==> src/rtl/dtc_pkg.sv <==
/*
 * Constants for the dual timer control block: register offsets,
 * field positions, reset values and clock source codes.
 * Assumes a 32-bit Avalon-MM slave with byte addresses.
 */
package dtc_pkg;
    // ************************************************************
    // Register map
    // ************************************************************
    localparam logic [3:0] OFF_CTL_A = 4'h0;
    localparam logic [3:0] OFF_CTL_B = 4'h4;
    localparam logic [3:0] OFF_CNT   = 4'h8;
    localparam logic [3:0] OFF_CMP   = 4'hC;

    // ************************************************************
    // Control fields
    // ************************************************************
    localparam int MODE_BIT = 7;
    localparam int CSEL_HI  = 6;
    localparam int CSEL_LO  = 4;
    localparam int CLR_BIT  = 3;
    localparam int EN_BIT   = 2;
    localparam int IE_BIT   = 1;

    localparam logic [7:0]  CTL_A_WMASK = 8'hF6;
    localparam logic [7:0]  CTL_B_WMASK = 8'h76;
    localparam logic [7:0]  CTL_RST     = 8'h00;
    localparam logic [15:0] CMP_RST     = 16'hFFFF;

    // ************************************************************
    // Clock source codes
    // ************************************************************
    localparam logic [2:0] SRC_DIV512 = 3'h0;
    localparam logic [2:0] SRC_DIV256 = 3'h1;
    localparam logic [2:0] SRC_DIV64  = 3'h2;
    localparam logic [2:0] SRC_DIV8   = 3'h3;
    localparam logic [2:0] SRC_SYS    = 3'h4;
    localparam logic [2:0] SRC_SUB    = 3'h5;
    localparam logic [2:0] SRC_EXT    = 3'h6;

    localparam int PRESC_W = 9;
endpackage : dtc_pkg

==> src/rtl/dtc_cnt_if.sv <==
/*
 * Carrier between the timer control and one counter unit.
 * Assumes both ends run on the same clock.
 */
`timescale 1ns/1ps
`default_nettype none
interface dtc_cnt_if #(parameter int W = 8);
    logic         tick;
    logic         clr;
    logic [W-1:0] cnt;
    logic         carry;
    modport unit (input tick, input clr, output cnt, output carry);
    modport ctl  (output tick, output clr, input cnt, input carry);
endinterface : dtc_cnt_if
`default_nettype wire

==> src/rtl/dtc_top.sv <==
/*
 * Dual timer control: two 8-bit timers or one cascaded 16-bit timer,
 * with an Avalon-MM slave for the control, count and compare registers.
 * Assumes sub_clk and ext_clk are asynchronous pins, slow against clk.
 */
// Our own choices: the Avalon-MM slave port and the placing of the registers.
// Behaviour
// - Writing one to the first timer's clear bit zeroes its counter, writing zero leaves it alone.
// - The first timer advances on its selected source while its enable bit is one and holds otherwise.
// - In 8-bit mode the second timer stops when its enable bit is zero and counts when it is one, except with the external pin selected;
//   cascaded, it follows the first timer's carry.
// - Writing one to the second timer's clear bit zeroes its counter, writing zero has no effect.
// - The second timer's interrupt request leaves the block only while its interrupt enable is one.
`timescale 1ns/1ps
`default_nettype none
module dtc_top (
    input  wire logic        clk,
    input  wire logic        nrst,
    input  wire logic [3:0]  address,
    input  wire logic        read,
    input  wire logic        write,
    input  wire logic [31:0] writedata,
    input  wire logic [3:0]  byteenable,
    output logic      [31:0] readdata,
    output logic             waitrequest,
    input  wire logic        sub_clk,
    input  wire logic        ext_clk,
    output logic             irq_a,
    output logic             irq_b
);
    // ************************************************************
    // Bus slave
    // ************************************************************
    logic        wait_q;
    logic [31:0] rdata_q;
    logic [31:0] rdata_d;
    logic [7:0]  ctl_a_q;
    logic [7:0]  ctl_b_q;
    logic [15:0] cmp_q;

    wire wr_hit = write && !wait_q;
    wire wr_a   = wr_hit && (address == dtc_pkg::OFF_CTL_A) && byteenable[0];
    wire wr_b   = wr_hit && (address == dtc_pkg::OFF_CTL_B) && byteenable[0];
    wire wr_cmp = wr_hit && (address == dtc_pkg::OFF_CMP);

    // Clear bits act on write only and are never stored
    wire wr_a_clr = wr_a && writedata[dtc_pkg::CLR_BIT];
    wire wr_b_clr = wr_b && writedata[dtc_pkg::CLR_BIT];

    // Every access: waitrequest low on the cycle after the request
    always_ff @(posedge clk or negedge nrst) begin
        if (!nrst) begin
            wait_q <= 1'b1;
        end else if (!wait_q) begin
            wait_q <= 1'b1;
        end else if (read || write) begin
            wait_q <= 1'b0;
        end
    end

    always_ff @(posedge clk or negedge nrst) begin
        if (!nrst) begin
            rdata_q <= 32'h0000_0000;
        end else if (read && wait_q) begin
            rdata_q <= rdata_d;
        end
    end

    always_ff @(posedge clk or negedge nrst) begin
        if (!nrst) begin
            ctl_a_q <= dtc_pkg::CTL_RST;
            ctl_b_q <= dtc_pkg::CTL_RST;
        end else begin
            if (wr_a) begin
                ctl_a_q <= writedata[7:0] & dtc_pkg::CTL_A_WMASK;
            end
            if (wr_b) begin
                ctl_b_q <= writedata[7:0] & dtc_pkg::CTL_B_WMASK;
            end
        end
    end

    always_ff @(posedge clk or negedge nrst) begin
        if (!nrst) begin
            cmp_q <= dtc_pkg::CMP_RST;
        end else if (wr_cmp) begin
            if (byteenable[0]) begin
                cmp_q[7:0] <= writedata[7:0];
            end
            if (byteenable[1]) begin
                cmp_q[15:8] <= writedata[15:8];
            end
        end
    end

    // ************************************************************
    // Clock sources
    // ************************************************************
    logic [dtc_pkg::PRESC_W-1:0] div_q;
    logic [2:0]                  sub_s_q;
    logic [2:0]                  ext_s_q;

    always_ff @(posedge clk or negedge nrst) begin
        if (!nrst) begin
            div_q <= '0;
        end else begin
            div_q <= div_q + {{(dtc_pkg::PRESC_W-1){1'b0}}, 1'b1};
        end
    end

    // Two flops before use, third only for the edge
    always_ff @(posedge clk or negedge nrst) begin
        if (!nrst) begin
            sub_s_q <= 3'h0;
            ext_s_q <= 3'h0;
        end else begin
            sub_s_q <= {sub_s_q[1:0], sub_clk};
            ext_s_q <= {ext_s_q[1:0], ext_clk};
        end
    end

    wire sub_rise = sub_s_q[1] && !sub_s_q[2];
    wire ext_rise = ext_s_q[1] && !ext_s_q[2];

    function automatic logic src_tick(input logic [2:0] sel,
                                      input logic [dtc_pkg::PRESC_W-1:0] div,
                                      input logic sub_e,
                                      input logic ext_e,
                                      input logic ext_ok);
        logic t;
        t = 1'b0;
        case (sel)
            dtc_pkg::SRC_DIV512: t = &div[8:0];
            dtc_pkg::SRC_DIV256: t = &div[7:0];
            dtc_pkg::SRC_DIV64:  t = &div[5:0];
            dtc_pkg::SRC_DIV8:   t = &div[2:0];
            dtc_pkg::SRC_SYS:    t = 1'b1;
            dtc_pkg::SRC_SUB:    t = sub_e;
            dtc_pkg::SRC_EXT:    t = ext_e && ext_ok;
            default:             t = 1'b0;
        endcase
        return t;
    endfunction : src_tick

    // ************************************************************
    // Counters
    // ************************************************************
    dtc_cnt_if #(.W(8)) a_if ();
    dtc_cnt_if #(.W(8)) b_if ();

    dtc_unit #(.W(8)) u_a (.clk(clk), .nrst(nrst), .port_i(a_if.unit));
    dtc_unit #(.W(8)) u_b (.clk(clk), .nrst(nrst), .port_i(b_if.unit));

    wire mode16 = ctl_a_q[dtc_pkg::MODE_BIT];
    wire en_a   = ctl_a_q[dtc_pkg::EN_BIT];
    wire en_b   = ctl_b_q[dtc_pkg::EN_BIT];
    wire ie_a   = ctl_a_q[dtc_pkg::IE_BIT];
    wire ie_b   = ctl_b_q[dtc_pkg::IE_BIT];

    wire sel_a  = src_tick(ctl_a_q[dtc_pkg::CSEL_HI:dtc_pkg::CSEL_LO], div_q, sub_rise, ext_rise, 1'b1);
    wire sel_b  = src_tick(ctl_b_q[dtc_pkg::CSEL_HI:dtc_pkg::CSEL_LO], div_q, sub_rise, ext_rise, 1'b0);

    wire tick_a  = en_a && sel_a;
    wire tick_b8 = en_b && sel_b;

    // Compare match clears the counter, as an interval timer
    wire match_a8 = !mode16 && tick_a && (a_if.cnt == cmp_q[7:0]);
    wire match_b8 = !mode16 && tick_b8 && (b_if.cnt == cmp_q[15:8]);
    wire match16  = mode16 && tick_a && ({b_if.cnt, a_if.cnt} == cmp_q);

    assign a_if.tick = tick_a;
    assign a_if.clr  = wr_a_clr || match_a8 || match16;
    // Cascade: upper byte follows the lower byte's carry
    assign b_if.tick = mode16 ? a_if.carry : tick_b8;
    assign b_if.clr  = wr_b_clr || match_b8 || match16 || (mode16 && wr_a_clr);

    // ************************************************************
    // Interrupt requests and read mux
    // ************************************************************
    logic irq_a_q;
    logic irq_b_q;

    always_ff @(posedge clk or negedge nrst) begin
        if (!nrst) begin
            irq_a_q <= 1'b0;
            irq_b_q <= 1'b0;
        end else begin
            irq_a_q <= ie_a && (match_a8 || match16);
            irq_b_q <= ie_b && match_b8;
        end
    end

    always_comb begin
        case (address)
            dtc_pkg::OFF_CTL_A: rdata_d = {24'h000000, ctl_a_q};
            dtc_pkg::OFF_CTL_B: rdata_d = {24'h000000, ctl_b_q};
            dtc_pkg::OFF_CNT:   rdata_d = {16'h0000, b_if.cnt, a_if.cnt};
            dtc_pkg::OFF_CMP:   rdata_d = {16'h0000, cmp_q};
            default:            rdata_d = 32'h0000_0000;
        endcase
    end

    assign readdata    = rdata_q;
    assign waitrequest = wait_q;
    assign irq_a       = irq_a_q;
    assign irq_b       = irq_b_q;
endmodule : dtc_top
`default_nettype wire

==> src/rtl/dtc_unit.sv <==
/*
 * One up-counter of the dual timer: clears, advances on tick.
 * Assumes tick and clr are one-cycle enables on clk.
 */
`timescale 1ns/1ps
`default_nettype none
module dtc_unit #(
    parameter int W = 8
) (
    input  wire logic clk,
    input  wire logic nrst,
    dtc_cnt_if.unit   port_i
);
    logic [W-1:0] cnt_q;

    // Clear wins over a tick in the same cycle
    always_ff @(posedge clk or negedge nrst) begin
        if (!nrst) begin
            cnt_q <= '0;
        end else if (port_i.clr) begin
            cnt_q <= '0;
        end else if (port_i.tick) begin
            cnt_q <= cnt_q + {{(W-1){1'b0}}, 1'b1};
        end
    end

    assign port_i.cnt   = cnt_q;
    assign port_i.carry = port_i.tick && (cnt_q == {W{1'b1}});
endmodule : dtc_unit
`default_nettype wire

==> config.mk <==
export PLATFORM = sky130hd
export DESIGN_NAME = dtc_top
export DESIGN_NICKNAME = d
export VERILOG_FILES = /design/src/rtl/dtc_pkg.sv /design/src/rtl/dtc_cnt_if.sv /design/src/rtl/dtc_top.sv /design/src/rtl/dtc_unit.sv
export SDC_FILE = /design/constraint.sdc
export NUM_CORES = 1
export LEC_CHECK = 0
export ABC_AREA = 1
export CAP_MARGIN = 10
export CORE_ASPECT_RATIO = 0.7
export CORE_MARGIN = 3
export CORE_UTILIZATION = 40
export DETAILED_ROUTE_END_ITERATION = 8
export DONT_BUFFER_PORTS = 1
export SLEW_MARGIN = 20
export SYNTH_ARGS = -nofsm -noshare
export SYNTH_HDL_FRONTEND = slang
export SYNTH_SLANG_ARGS = --single-unit
==> constraint.sdc <==
create_clock -name clk -period 2.21 [get_ports clk]
set_input_delay 0 -clock clk [delete_from_list [all_inputs] [get_ports clk]]
set_output_delay 0 -clock clk [all_outputs]
set_load 0.03 [all_outputs]
# Word level (Yosys, flattened, before mapping)

Index checks and enable logic that the tools add are counted.

Register bits after elaboration: 93
Bits in latches: 0
Bits in writable memories: 0
Memory bits (read-only): 0
Input bits: 46
Output and inout bits: 35
Logic and storage cells: 89
Memories: 0

Add/subtract/negate cells: 3
$mul: 0
Divide/modulo/power cells: 0
$lt $le $gt $ge: 0
Eq/ne operators: 18
Shift-type cells: 0
Mux-type cells: 10
Bitwise gates (word level): 0
Reductions and logical operators: 45

Operator list:

| operator                                                               | number |
|---|---|
| 16-bit one-hot mux with 4 select lines                                 | 1 |
| 8-bit two-way mux                                                      | 4 |
| 1-bit logical AND                                                      | 23 |
| 8-bit by 1-bit adder with 8-bit output (second input constant)         | 2 |
| 16-bit equality test                                                   | 1 |
| 8-bit equality test                                                    | 2 |
| 3-bit equality test (second input constant)                            | 5 |
| 3-bit by 2-bit equality test with 1-bit output (second input constant) | 4 |
| 9-bit by 1-bit adder with 9-bit output (second input constant)         | 1 |
| 9-bit AND reduction                                                    | 1 |
| 4-bit equality test (second input constant)                            | 2 |
| 8-bit equality test (second input constant)                            | 1 |
| 8-bit AND reduction                                                    | 1 |
| 1-bit logical OR                                                       | 7 |
| 1-bit one-hot mux with 7 select lines                                  | 1 |
| 3-bit by 1-bit equality test with 1-bit output (second input constant) | 2 |
| 3-bit logical NOT                                                      | 2 |
| 1-bit one-hot mux with 6 select lines                                  | 1 |
| 6-bit AND reduction                                                    | 1 |
| 4-bit by 3-bit equality test with 1-bit output (second input constant) | 1 |
| 1-bit logical NOT                                                      | 4 |
| 4-bit logical NOT                                                      | 1 |
| 2-bit AND reduction                                                    | 2 |
| 2-bit nonzero test                                                     | 2 |
| other kinds (2)                                                        | 4 |

# Depth between registers and ports, before layout

Gate-level depths: netlist of run 1.

Depth after elaboration: 10
Mapped depth: 17
Gate-level depth less buffers: 17

# By module

A second synthesis of run 1 with hierarchy kept.

Cell total of the unflattened synthesis: 510
Area, all modules: 4090.2 µm²

Modules (own cells, without submodules):

| module   | times used | cells each | area an instance (µm²) | sequential area each (µm²) |
|---|---|---|---|---|
| dtc_top  | 1          | 388        | 3164.3                 | 1547.7 |
| dtc_unit | 2          | 61         | 462.9                  | 200.2 |

# Worst setup path after synthesis of run 1

No wires, ideal clock.

Path type: register to register
From: register div_q[0] (netlist name)
To: register u_b.cnt_q[4], in the netlist u_b.port_i.cnt[4]
Library setup time: 0.071 ns
Arrival: 1.884 ns
Required time: 2.139 ns
Slack: 0.254 ns
Stages on the path, launching flop included: 18
Buffers on the path: 0
Period minus slack after synthesis: 1.956 ns
Path through: dfrtp_1 > ha_1 > nand2_1 > nor2_1 > nand2_1 > inv_1 > ha_1 > inv_1 > nor2_1 > a21oi_2 > nand2_1 > nor2_2 > nor2_4 > nand3_2 > nand2_1 > nor2_2 > nand2_1 > nor2_1

Longest elaborated chain between the ends: 9
Elaborated cells on any way between the ends: 19
Those cells by class: mux (4); reduce/logical (15)

RTL lines:

| item                                                           | RTL line       | text |
|---|---|---|
| start, declared                                                | dtc_top.sv:99  | `logic [dtc_pkg::PRESC_W-1:0] div_q;` |
| start signal, assigned                                         | dtc_top.sv:107 | `div_q <= div_q + {{(dtc_pkg::PRESC_W-1){1'b0}}, 1'b1};` |
| 9-bit AND reduction, or another cell as far along              | dtc_top.sv:133 | `dtc_pkg::SRC_DIV512: t = &div[8:0];` |
| 1-bit one-hot mux with 6 select lines                          | dtc_top.sv:132 | `case (sel)` |
| 1-bit logical AND                                              | dtc_top.sv:164 | `wire tick_b8 = en_b && sel_b;` |
| 1-bit logical AND (2 in a row)                                 | dtc_top.sv:168 | `wire match_b8 = !mode16 && tick_b8 && (b_if.cnt == cmp_q[15:8]);` |
| 1-bit logical OR (3 in a row)                                  | dtc_top.sv:175 | `assign b_if.clr = wr_b_clr \|\| match_b8 \|\| match16 \|\| (mode16 && wr_a_clr);` |
| 8-bit two-way mux / 2-bit nonzero test (equally long branches) | n/a            |  |
| end signal, assigned                                           | dtc_unit.sv:23 | `cnt_q <= cnt_q + {{(W-1){1'b0}}, 1'b1};` |
| end, declared                                                  | dtc_unit.sv:14 | `logic [W-1:0] cnt_q;` |

Parallel ways exist; a longest one is shown, timed or not.
A chain may end at the register's enable or synchronous reset.

# Final worst setup path of run 1

From: register div_q[0] (netlist name)
To: register u_a.cnt_q[5], in the netlist u_a.port_i.cnt[5]

Longest elaborated chain between the ends: 8
Elaborated cells on any way between the ends: 14
Those cells by class: mux (2); reduce/logical (12)

RTL lines:

| item                                                           | RTL line       | text |
|---|---|---|
| 9-bit AND reduction, or another cell as far along              | dtc_top.sv:133 |  |
| 1-bit one-hot mux with 7 select lines (*)                      | dtc_top.sv:132 |  |
| 1-bit logical AND (*)                                          | dtc_top.sv:163 | `wire tick_a = en_a && sel_a;` |
| 1-bit logical AND (2 in a row)                                 | dtc_top.sv:167 | `wire match_a8 = !mode16 && tick_a && (a_if.cnt == cmp_q[7:0]);` |
| 1-bit logical OR (2 in a row)                                  | dtc_top.sv:172 | `assign a_if.clr = wr_a_clr \|\| match_a8 \|\| match16;` |
| 8-bit two-way mux / 2-bit nonzero test (equally long branches) | n/a            |  |
| end signal, assigned                                           | dtc_unit.sv:23 |  |
| end, declared                                                  | dtc_unit.sv:14 |  |

Mark *: on every way between the ends. The rest lies on a longest branch, timed or not.

==> out/qor.txt, run 1 <==
vias in the first global route -> 3110
Setup Viol. Count Final -> 0
critical path class -> reg -> reg
crit path launch type -> flop
Initial DRC Count -> 241
Root Buffer -> clkbuf_16
Detail Route Antenna Nets -> 0
TritonCTS buffer count -> 9
post-synthesis cell area -> 0.00401 mm2
Final nets -> 565
Clock Sinks -> 77
Reg clk slew, reported paths -> 0.06 ns
initial antenna violation count -> 0
routed len/inst -> 15.2 um
Power Total -> 3780 uW
synth unique cells -> 40
layout cell share with drive strength beyond 1 -> 0.168
Fillers -> 888
outcome -> completed
Starting Density -> 0.426
Post-DP HPWL -> 7040 um
aggregate global routing overflow -> 0
htree depth -> 3
Post-Route WL -> 9770 um
Power Dens Cells -> 792 mW/mm2
Port Buffers -> 0
Worst Skew -> 0.00833 ns
hold crit path type -> in -> reg
Finished Core Util -> 0.508
io pins -> 81
Slew Limit Fails -> 0
final hold violation count -> 0
Die Wd -> 126 um
TritonCTS clock tree -> yes
ANT cells -> 0
Warnings, synthesis -> 0
global-route wire length before repair -> 16300 um
Cells after Synth -> 476
CP required -> 2.43 ns
Vias per Instance -> 4.96
Max-cap violations -> 0
Fmax -> 482 MHz
# rows -> 29
leakage -> 0.00229 uW
CP endpoint kind -> flop
Critical Path AT -> 2.30 ns
routed vias -> 3190
largest net degree at the start of global routing -> 78
crit path time final -> 2.08 ns
drt first pass iters -> 4
Worst-Skew Late Latency -> 0.34 ns
GRT Util Overall -> 0.180
DIE AREA -> 0.0113 mm2
DRC -> 0
synthesis-to-finish area growth -> 19.2%
post-synthesis sequential area ratio -> 0.486
synthesized area per cell -> 8.41 um2
Peak VDD IR -> 0.000398 V
Core ar. -> 0.00940 mm2
routability cong. -> 0.909
#FFs+latches synth -> 77
Clock Tree Buf Depth -> 2
Die H -> 89.7 um
period utilisation layout -> 0.939
maximum fanout along the worst path -> 6
[cells in the final DEF (no fill, tap or decap), drive strengths merged, types with 2 or more instances in the layout]
cell	instances
ha	5
clkinvlp	3
nand3b	2
xnor2	14
nand3	25
nand4	6
buf	10
o2111ai	5
a21oi	15
clkbuf	11
dlygate4sd3	26
conb	16
o22ai	5
dfrtp	60
inv	53
o21ai	24
nor2	40
nor3	10
dfstp	17
nand2	151
xor2	6
o211ai	2
mux2	6
[power breakdown]
| group | switching, uW | internal (uW) |
|---|---|---|
| Clock | 578 | 877 |
| Combinational | 349 | 234 |
| Sequential | 167 | 1570 |
[sequential cells by signal (all words and copies together) (netlist names)]
register	count
cmp_q	16
readdata	16
div_q	9
u_a.port_i.cnt	8
u_b.port_i.cnt	8
ctl_a_q	6
ctl_b_q	5
ext_s_q	3
sub_s_q	3
irq_a	1
irq_b	1
waitrequest	1
[final timing paths]
kind,from,end,slack [ns],depth (start not counted)
max reg2reg,div_q[0],u_a.port_i.cnt[5],0.13,16
min reg2reg,ext_s_q[0],ext_s_q[1],0.35,0
min in group asynchronous,nrst,ctl_b_q[5],0.23,2
max,div_q[0],u_a.port_i.cnt[5],0.13,16
max in group asynchronous,nrst,cmp_q[12],1.62,2
min,byteenable[0],ctl_a_q[1],0.02,3
[area by class of cell]
type	instances	area (um2)	share of cell area
Tap cell	124	155	0.0325
Clock buffer	11	233	0.0488
Sequential cell	77	1950	0.408
Timing Repair Buffer	36	355	0.0745
Multi-Input combinational cell	337	1820	0.381
Inverter	53	199	0.0417
Clock inverter	5	61.3	0.0128
[kinds of logic (layout without fill, tap and decap cells)]
| kind of cell | after synthesis | after routing | synth area share |
|---|---|---|---|
| simple gates | 237 | 238 | 0.268 |
| buf+inv | 78 | 105 | 0.0912 |
| flops | 77 | 77 | 0.486 |
| compound gates | 52 | 52 | 0.0753 |
| xor+xnor | 20 | 20 | 0.0437 |
| mux | 6 | 6 | 0.0187 |
| fa+ha+maj | 5 | 5 | 0.0156 |
| other cells | 1 | 16 | 0.000936 |
[synthesized netlist by cell type, drive strengths merged]
| library cell | count | area share |
|---|---|---|
| nand3b | 2 | 0.0037 |
| xor2 | 6 | 0.013 |
| xnor2 | 14 | 0.031 |
| a21oi | 15 | 0.020 |
| nand4 | 6 | 0.011 |
| a221oi | 1 | 0.0022 |
| and3 | 1 | 0.0016 |
| nor3 | 10 | 0.021 |
| o21ai | 24 | 0.031 |
| nand3 | 25 | 0.039 |
| dfrtp | 60 | 0.37 |
| o22ai | 5 | 0.0078 |
| buf | 21 | 0.038 |
| nor2 | 40 | 0.042 |
| conb | 1 | 0.00094 |
| ha | 5 | 0.016 |
| nor4 | 1 | 0.0016 |
| o211ai | 2 | 0.0037 |
| dfstp | 17 | 0.11 |
| nand2 | 150 | 0.14 |
| or2 | 1 | 0.0016 |
| o2111ai | 5 | 0.011 |
| clkbuf | 4 | 0.0037 |
| inv | 53 | 0.050 |
| nor3b | 1 | 0.0031 |
| mux2 | 6 | 0.019 |
[worst max-delay path, cell delays in order (launching register included)]
cell and delay [ns]:
dfrtp_1 0.40, ha_2 0.19, nand2_2 0.08, nor2_4 0.04
nand2_2 0.08, inv_2 0.05, ha_4 0.15, inv_2 0.05
nor2_2 0.04, a21oi_2 0.16, buf_4 0.13, nand3_2 0.09
nand2_2 0.18, nor2_2 0.07, nand2_1 0.08, nand2_1 0.05
nor3b_2 0.14
[metrics by stage]
stage,hold WS [ns],area [um2],setup TNS (ns),setup WS [ns],std cells
2_1_floorplan,-0.296,4060,0,0.254,491
3_3_place_gp,-0.291,4110,0,0.0980,598
3_5_place_dp,-0.293,4110,0,0.0833,598
4_1_cts,0.00466,4690,0,0.0558,641
5_1_grt,0.0592,4770,-0.0153,-0.0153,643
6_report,0.0168,4770,0,0.135,643
[routing by layer]
layer / wire, um / vias up / share of wire / global-route usage
li1: - / 1563 / - / -
met1: 4920 / 1519 / 0.50 / 0.278
met2: 4040 / 95 / 0.41 / 0.249
met3: 698 / 13 / 0.071 / 0.0480
met4: 111 / 0 / 0.011 / 0.0406
met5: 0 / - / 0 / 0
[timing repair]
action                     4_1_cts  5_1_grt
hold buffers                    27        0
buffers inserted                 0        1
setup endpoints to repair        0       15
gates resized for setup          0       17
hold endpoints to repair       116        0
(Power assumes the default switching activity.)
==> run 2, diff against run 1 <==
--- a/config.mk
+++ b/config.mk
@@ -15,4 +15,5 @@
 export SLEW_MARGIN = 20
 export SYNTH_ARGS = -nofsm -noshare
 export SYNTH_HDL_FRONTEND = slang
+export SYNTH_HIERARCHICAL = 1
 export SYNTH_SLANG_ARGS = --single-unit
==> run 2 against run 1 <==
  * The flow now finishes with violations (setup timing)
  * Utilization up 0.61 points
  * Die area up 1.6%
  * Fmax down 16%
  * Via count up 6.1%
  * Power up 1.6%
  * Design area up 5.5%
  * Routed wire length up 1.3%
  * Synthesized cell count up 6.7%
  * Critical path depth up 6
  * Clock skew down 0.00083 ns
  * First-iteration DRC count up 15%
  * Sequential power up 2%
  * Highest routed layer is now met5
==> out/qor.txt, run 2 <==
most common cell after layout, fill and taps aside -> nand2_1 (unchanged)
worst setup margin -> -0.275 ns (was 0.135 ns)
hold crit path type -> in -> reg (unchanged)
Fillers -> 892 (was 888)
period utilisation layout -> 1.12 (was 0.939)
failing checks -> setup timing
post-synthesis cell area -> 0.00407 mm2 (was 0.00401 mm2)
Warnings, synthesis -> 6 (was 0)
htree depth -> 3 (unchanged)
largest net degree at the start of global routing -> 78 (unchanged)
commonest cells after routing, fill and taps aside -> nand2_1, dfrtp_1, inv_1 (unchanged)
vias in the first global route -> 3331 (was 3110)
worst hold start -> byteenable[1] (was byteenable[0])
met3 routed WL -> 654 um (was 698 um)
Slew Limit Fails -> 0 (unchanged)
dpl cell area -> 0.00431 mm2 (was 0.00411 mm2)
critical path class -> reg -> reg (unchanged)
Vias per Instance -> 4.83 (was 4.96)
maximum fanout along the worst path -> 3 (was 6)
Core ar. -> 0.00980 mm2 (was 0.00940 mm2)
max layer used -> met5 (was met4)
Max-cap violations -> 0 (unchanged)
Root Buffer -> clkbuf_16 (unchanged)
Die H -> 90.4 um (was 89.7 um)
Detail Route Antenna Nets -> 0 (unchanged)
crit path time final -> 2.49 ns (was 2.08 ns)
Port Buffers -> 0 (unchanged)
Reg clk slew, reported paths -> 0.06 ns (about the same)
Power Dens Cells -> 763 mW/mm2 (was 792 mW/mm2)
area of the multi-input gates -> 0.00188 mm2 (was 0.00182 mm2)
routed len/inst -> 14.1 um (was 15.2 um)
CP endpoint kind -> flop (unchanged)
Cells after Synth -> 508 (was 476)
FF-to-FF Start -> div_q[0] (unchanged)
DIE AREA -> 0.0115 mm2 (was 0.0113 mm2)
WHS -> 0.0232 ns (was 0.0168 ns)
Setup Viol. Count Final -> 8 (was 0)
Post-Route WL -> 9900 um (was 9770 um)
Clock Tree Buf Depth -> 2 (unchanged)
RSZ-0062 raised after global routing -> true
outcome -> finished, violations left (was completed)
crit path launch -> div_q[0] (unchanged)
synthesized area per cell -> 8.02 um2 (was 8.41 um2)
global-route wire length before repair -> 16300 um (about the same)
initial antenna violation count -> 2 (was 0)
Routed met1 length -> 4900 um (was 4920 um)
CP required -> 2.43 ns (about the same)
final hold violation count -> 0 (unchanged)
Initial DRC Count -> 276 (was 241)
Starting Density -> 0.416 (was 0.426)
TritonCTS buffer count -> 9 (unchanged)
post-route cell area -> 0.00503 mm2 (was 0.00477 mm2)
Worst Skew -> 0.00750 ns (was 0.00833 ns)
crit path launch type -> flop (unchanged)
aggregate global routing overflow -> 0 (unchanged)
io pins -> 81 (unchanged)
WL met2 -> 4210 um (was 4040 um)
Final nets -> 617 (was 565)
DRC -> 0 (unchanged)
routed vias -> 3384 (was 3190)
Peak VDD IR -> 0.000337 V (was 0.000398 V)
TNS Setup -> -1.58 ns (was 0 ns)
Fmax -> 402 MHz (was 482 MHz)
GRT Util Overall -> 0.175 (was 0.180)
Critical Path AT -> 2.70 ns (was 2.30 ns)
Finished Core Util -> 0.514 (was 0.508)
leakage -> 0.00251 uW (was 0.00229 uW)
TritonCTS clock tree -> yes (unchanged)
Die Wd -> 127 um (was 126 um)
drt first pass iters -> 4 (unchanged)
synthesis-to-finish area growth -> 23.6% (was 19.2%)
layout cell share with drive strength beyond 1 -> 0.217 (was 0.168)
routability cong. -> 0.859 (was 0.909)
Post-DP HPWL -> 7030 um (was 7040 um)
# rows -> 30 (was 29)
Clock Sinks -> 77 (unchanged)
Worst-Skew Late Latency -> 0.33 ns (was 0.34 ns)
register area -> 0.00195 mm2 (unchanged)
==> run 2: timing repair <==
item / CTS / global route
setup endpoints to repair: 15 / 16
buffers inserted: 3 / 5
hold buffers: 25 / 0
gates resized for setup: 11 / 27
pin swaps: 4 / 17
endpoints found under the hold margin: 110 / 0
==> run 2: power breakdown <==
group / leakage, uW / total (uW) / internal [uW] / switching (uW)
Combinational: 0.00142 / 676 / 267 / 409
Sequential: 0.000955 / 1780 / 1580 / 197
Clock: 0.000136 / 1380 / 823 / 561
Total: 0.00251 / 3840 / 2670 / 1170
==> run 2: layout make-up <==
type | count | area share
flip-flops and latches | 77 | 0.387
clock inverters | 3 | 0.00422
well taps | 128 | 0.0318
clock buffers | 13 | 0.0517
inverters | 66 | 0.0502
repair buffers | 56 | 0.102
multi-input cells | 356 | 0.373
diodes | 1 | 0.000497
==> run 2: path summary, 6_finish.rpt <==
check / endpoint / slack (ns) / cells after the start
hold reg to reg: ext_s_q[1] / 0.36 / 0
hold / removal: cmp_q[15] / 0.02 / 2
setup reg to reg: u_b/port_i.cnt[6] / -0.28 / 22
setup / recovery: u_b/port_i.cnt[6] / -0.28 / 22
max in group asynchronous: cmp_q[5] / 1.63 / 2
min in group asynchronous: readdata[8] / 0.23 / 2
==> run 2: critical path: stages (launching register included) <==
cell	delay [ns]
dfrtp_1	0.35
ha_2	0.19
inv_2	0.04
nor2_4	0.10
nand2_2	0.07
inv_2	0.07
ha_4	0.14
a21oi_2	0.05
nand2_1	0.07
inv_2	0.04
a21oi_4	0.11
nand2_1	0.07
inv_2	0.07
nand2_2	0.06
nor4_4	0.29
nand2_1	0.10
nand2_2	0.10
buf_4	0.12
nand2_1	0.05
inv_1	0.06
nand3_1	0.08
nand2_1	0.09
a21oi_2	0.04
==> run 2: metrics by stage <==
stage                     total power [uW]  setup WS (ns)  instances
after detailed placement              2340         -0.131        651
after global routing                  4040         -0.440        700
final                                 3840         -0.275        700
after CTS                             3830         -0.125        695
after floorplan                       2190        -0.0472        523
after global placement                2330        -0.0677        651
==> run 2: layer usage <==
metal | vias to the layer above | GRT usage
met5 | - | 0
met4 | 2 | 0.0509
met3 | 15 | 0.0526
met2 | 105 | 0.246
met1 | 1579 | 0.258
li1 | 1683 | -
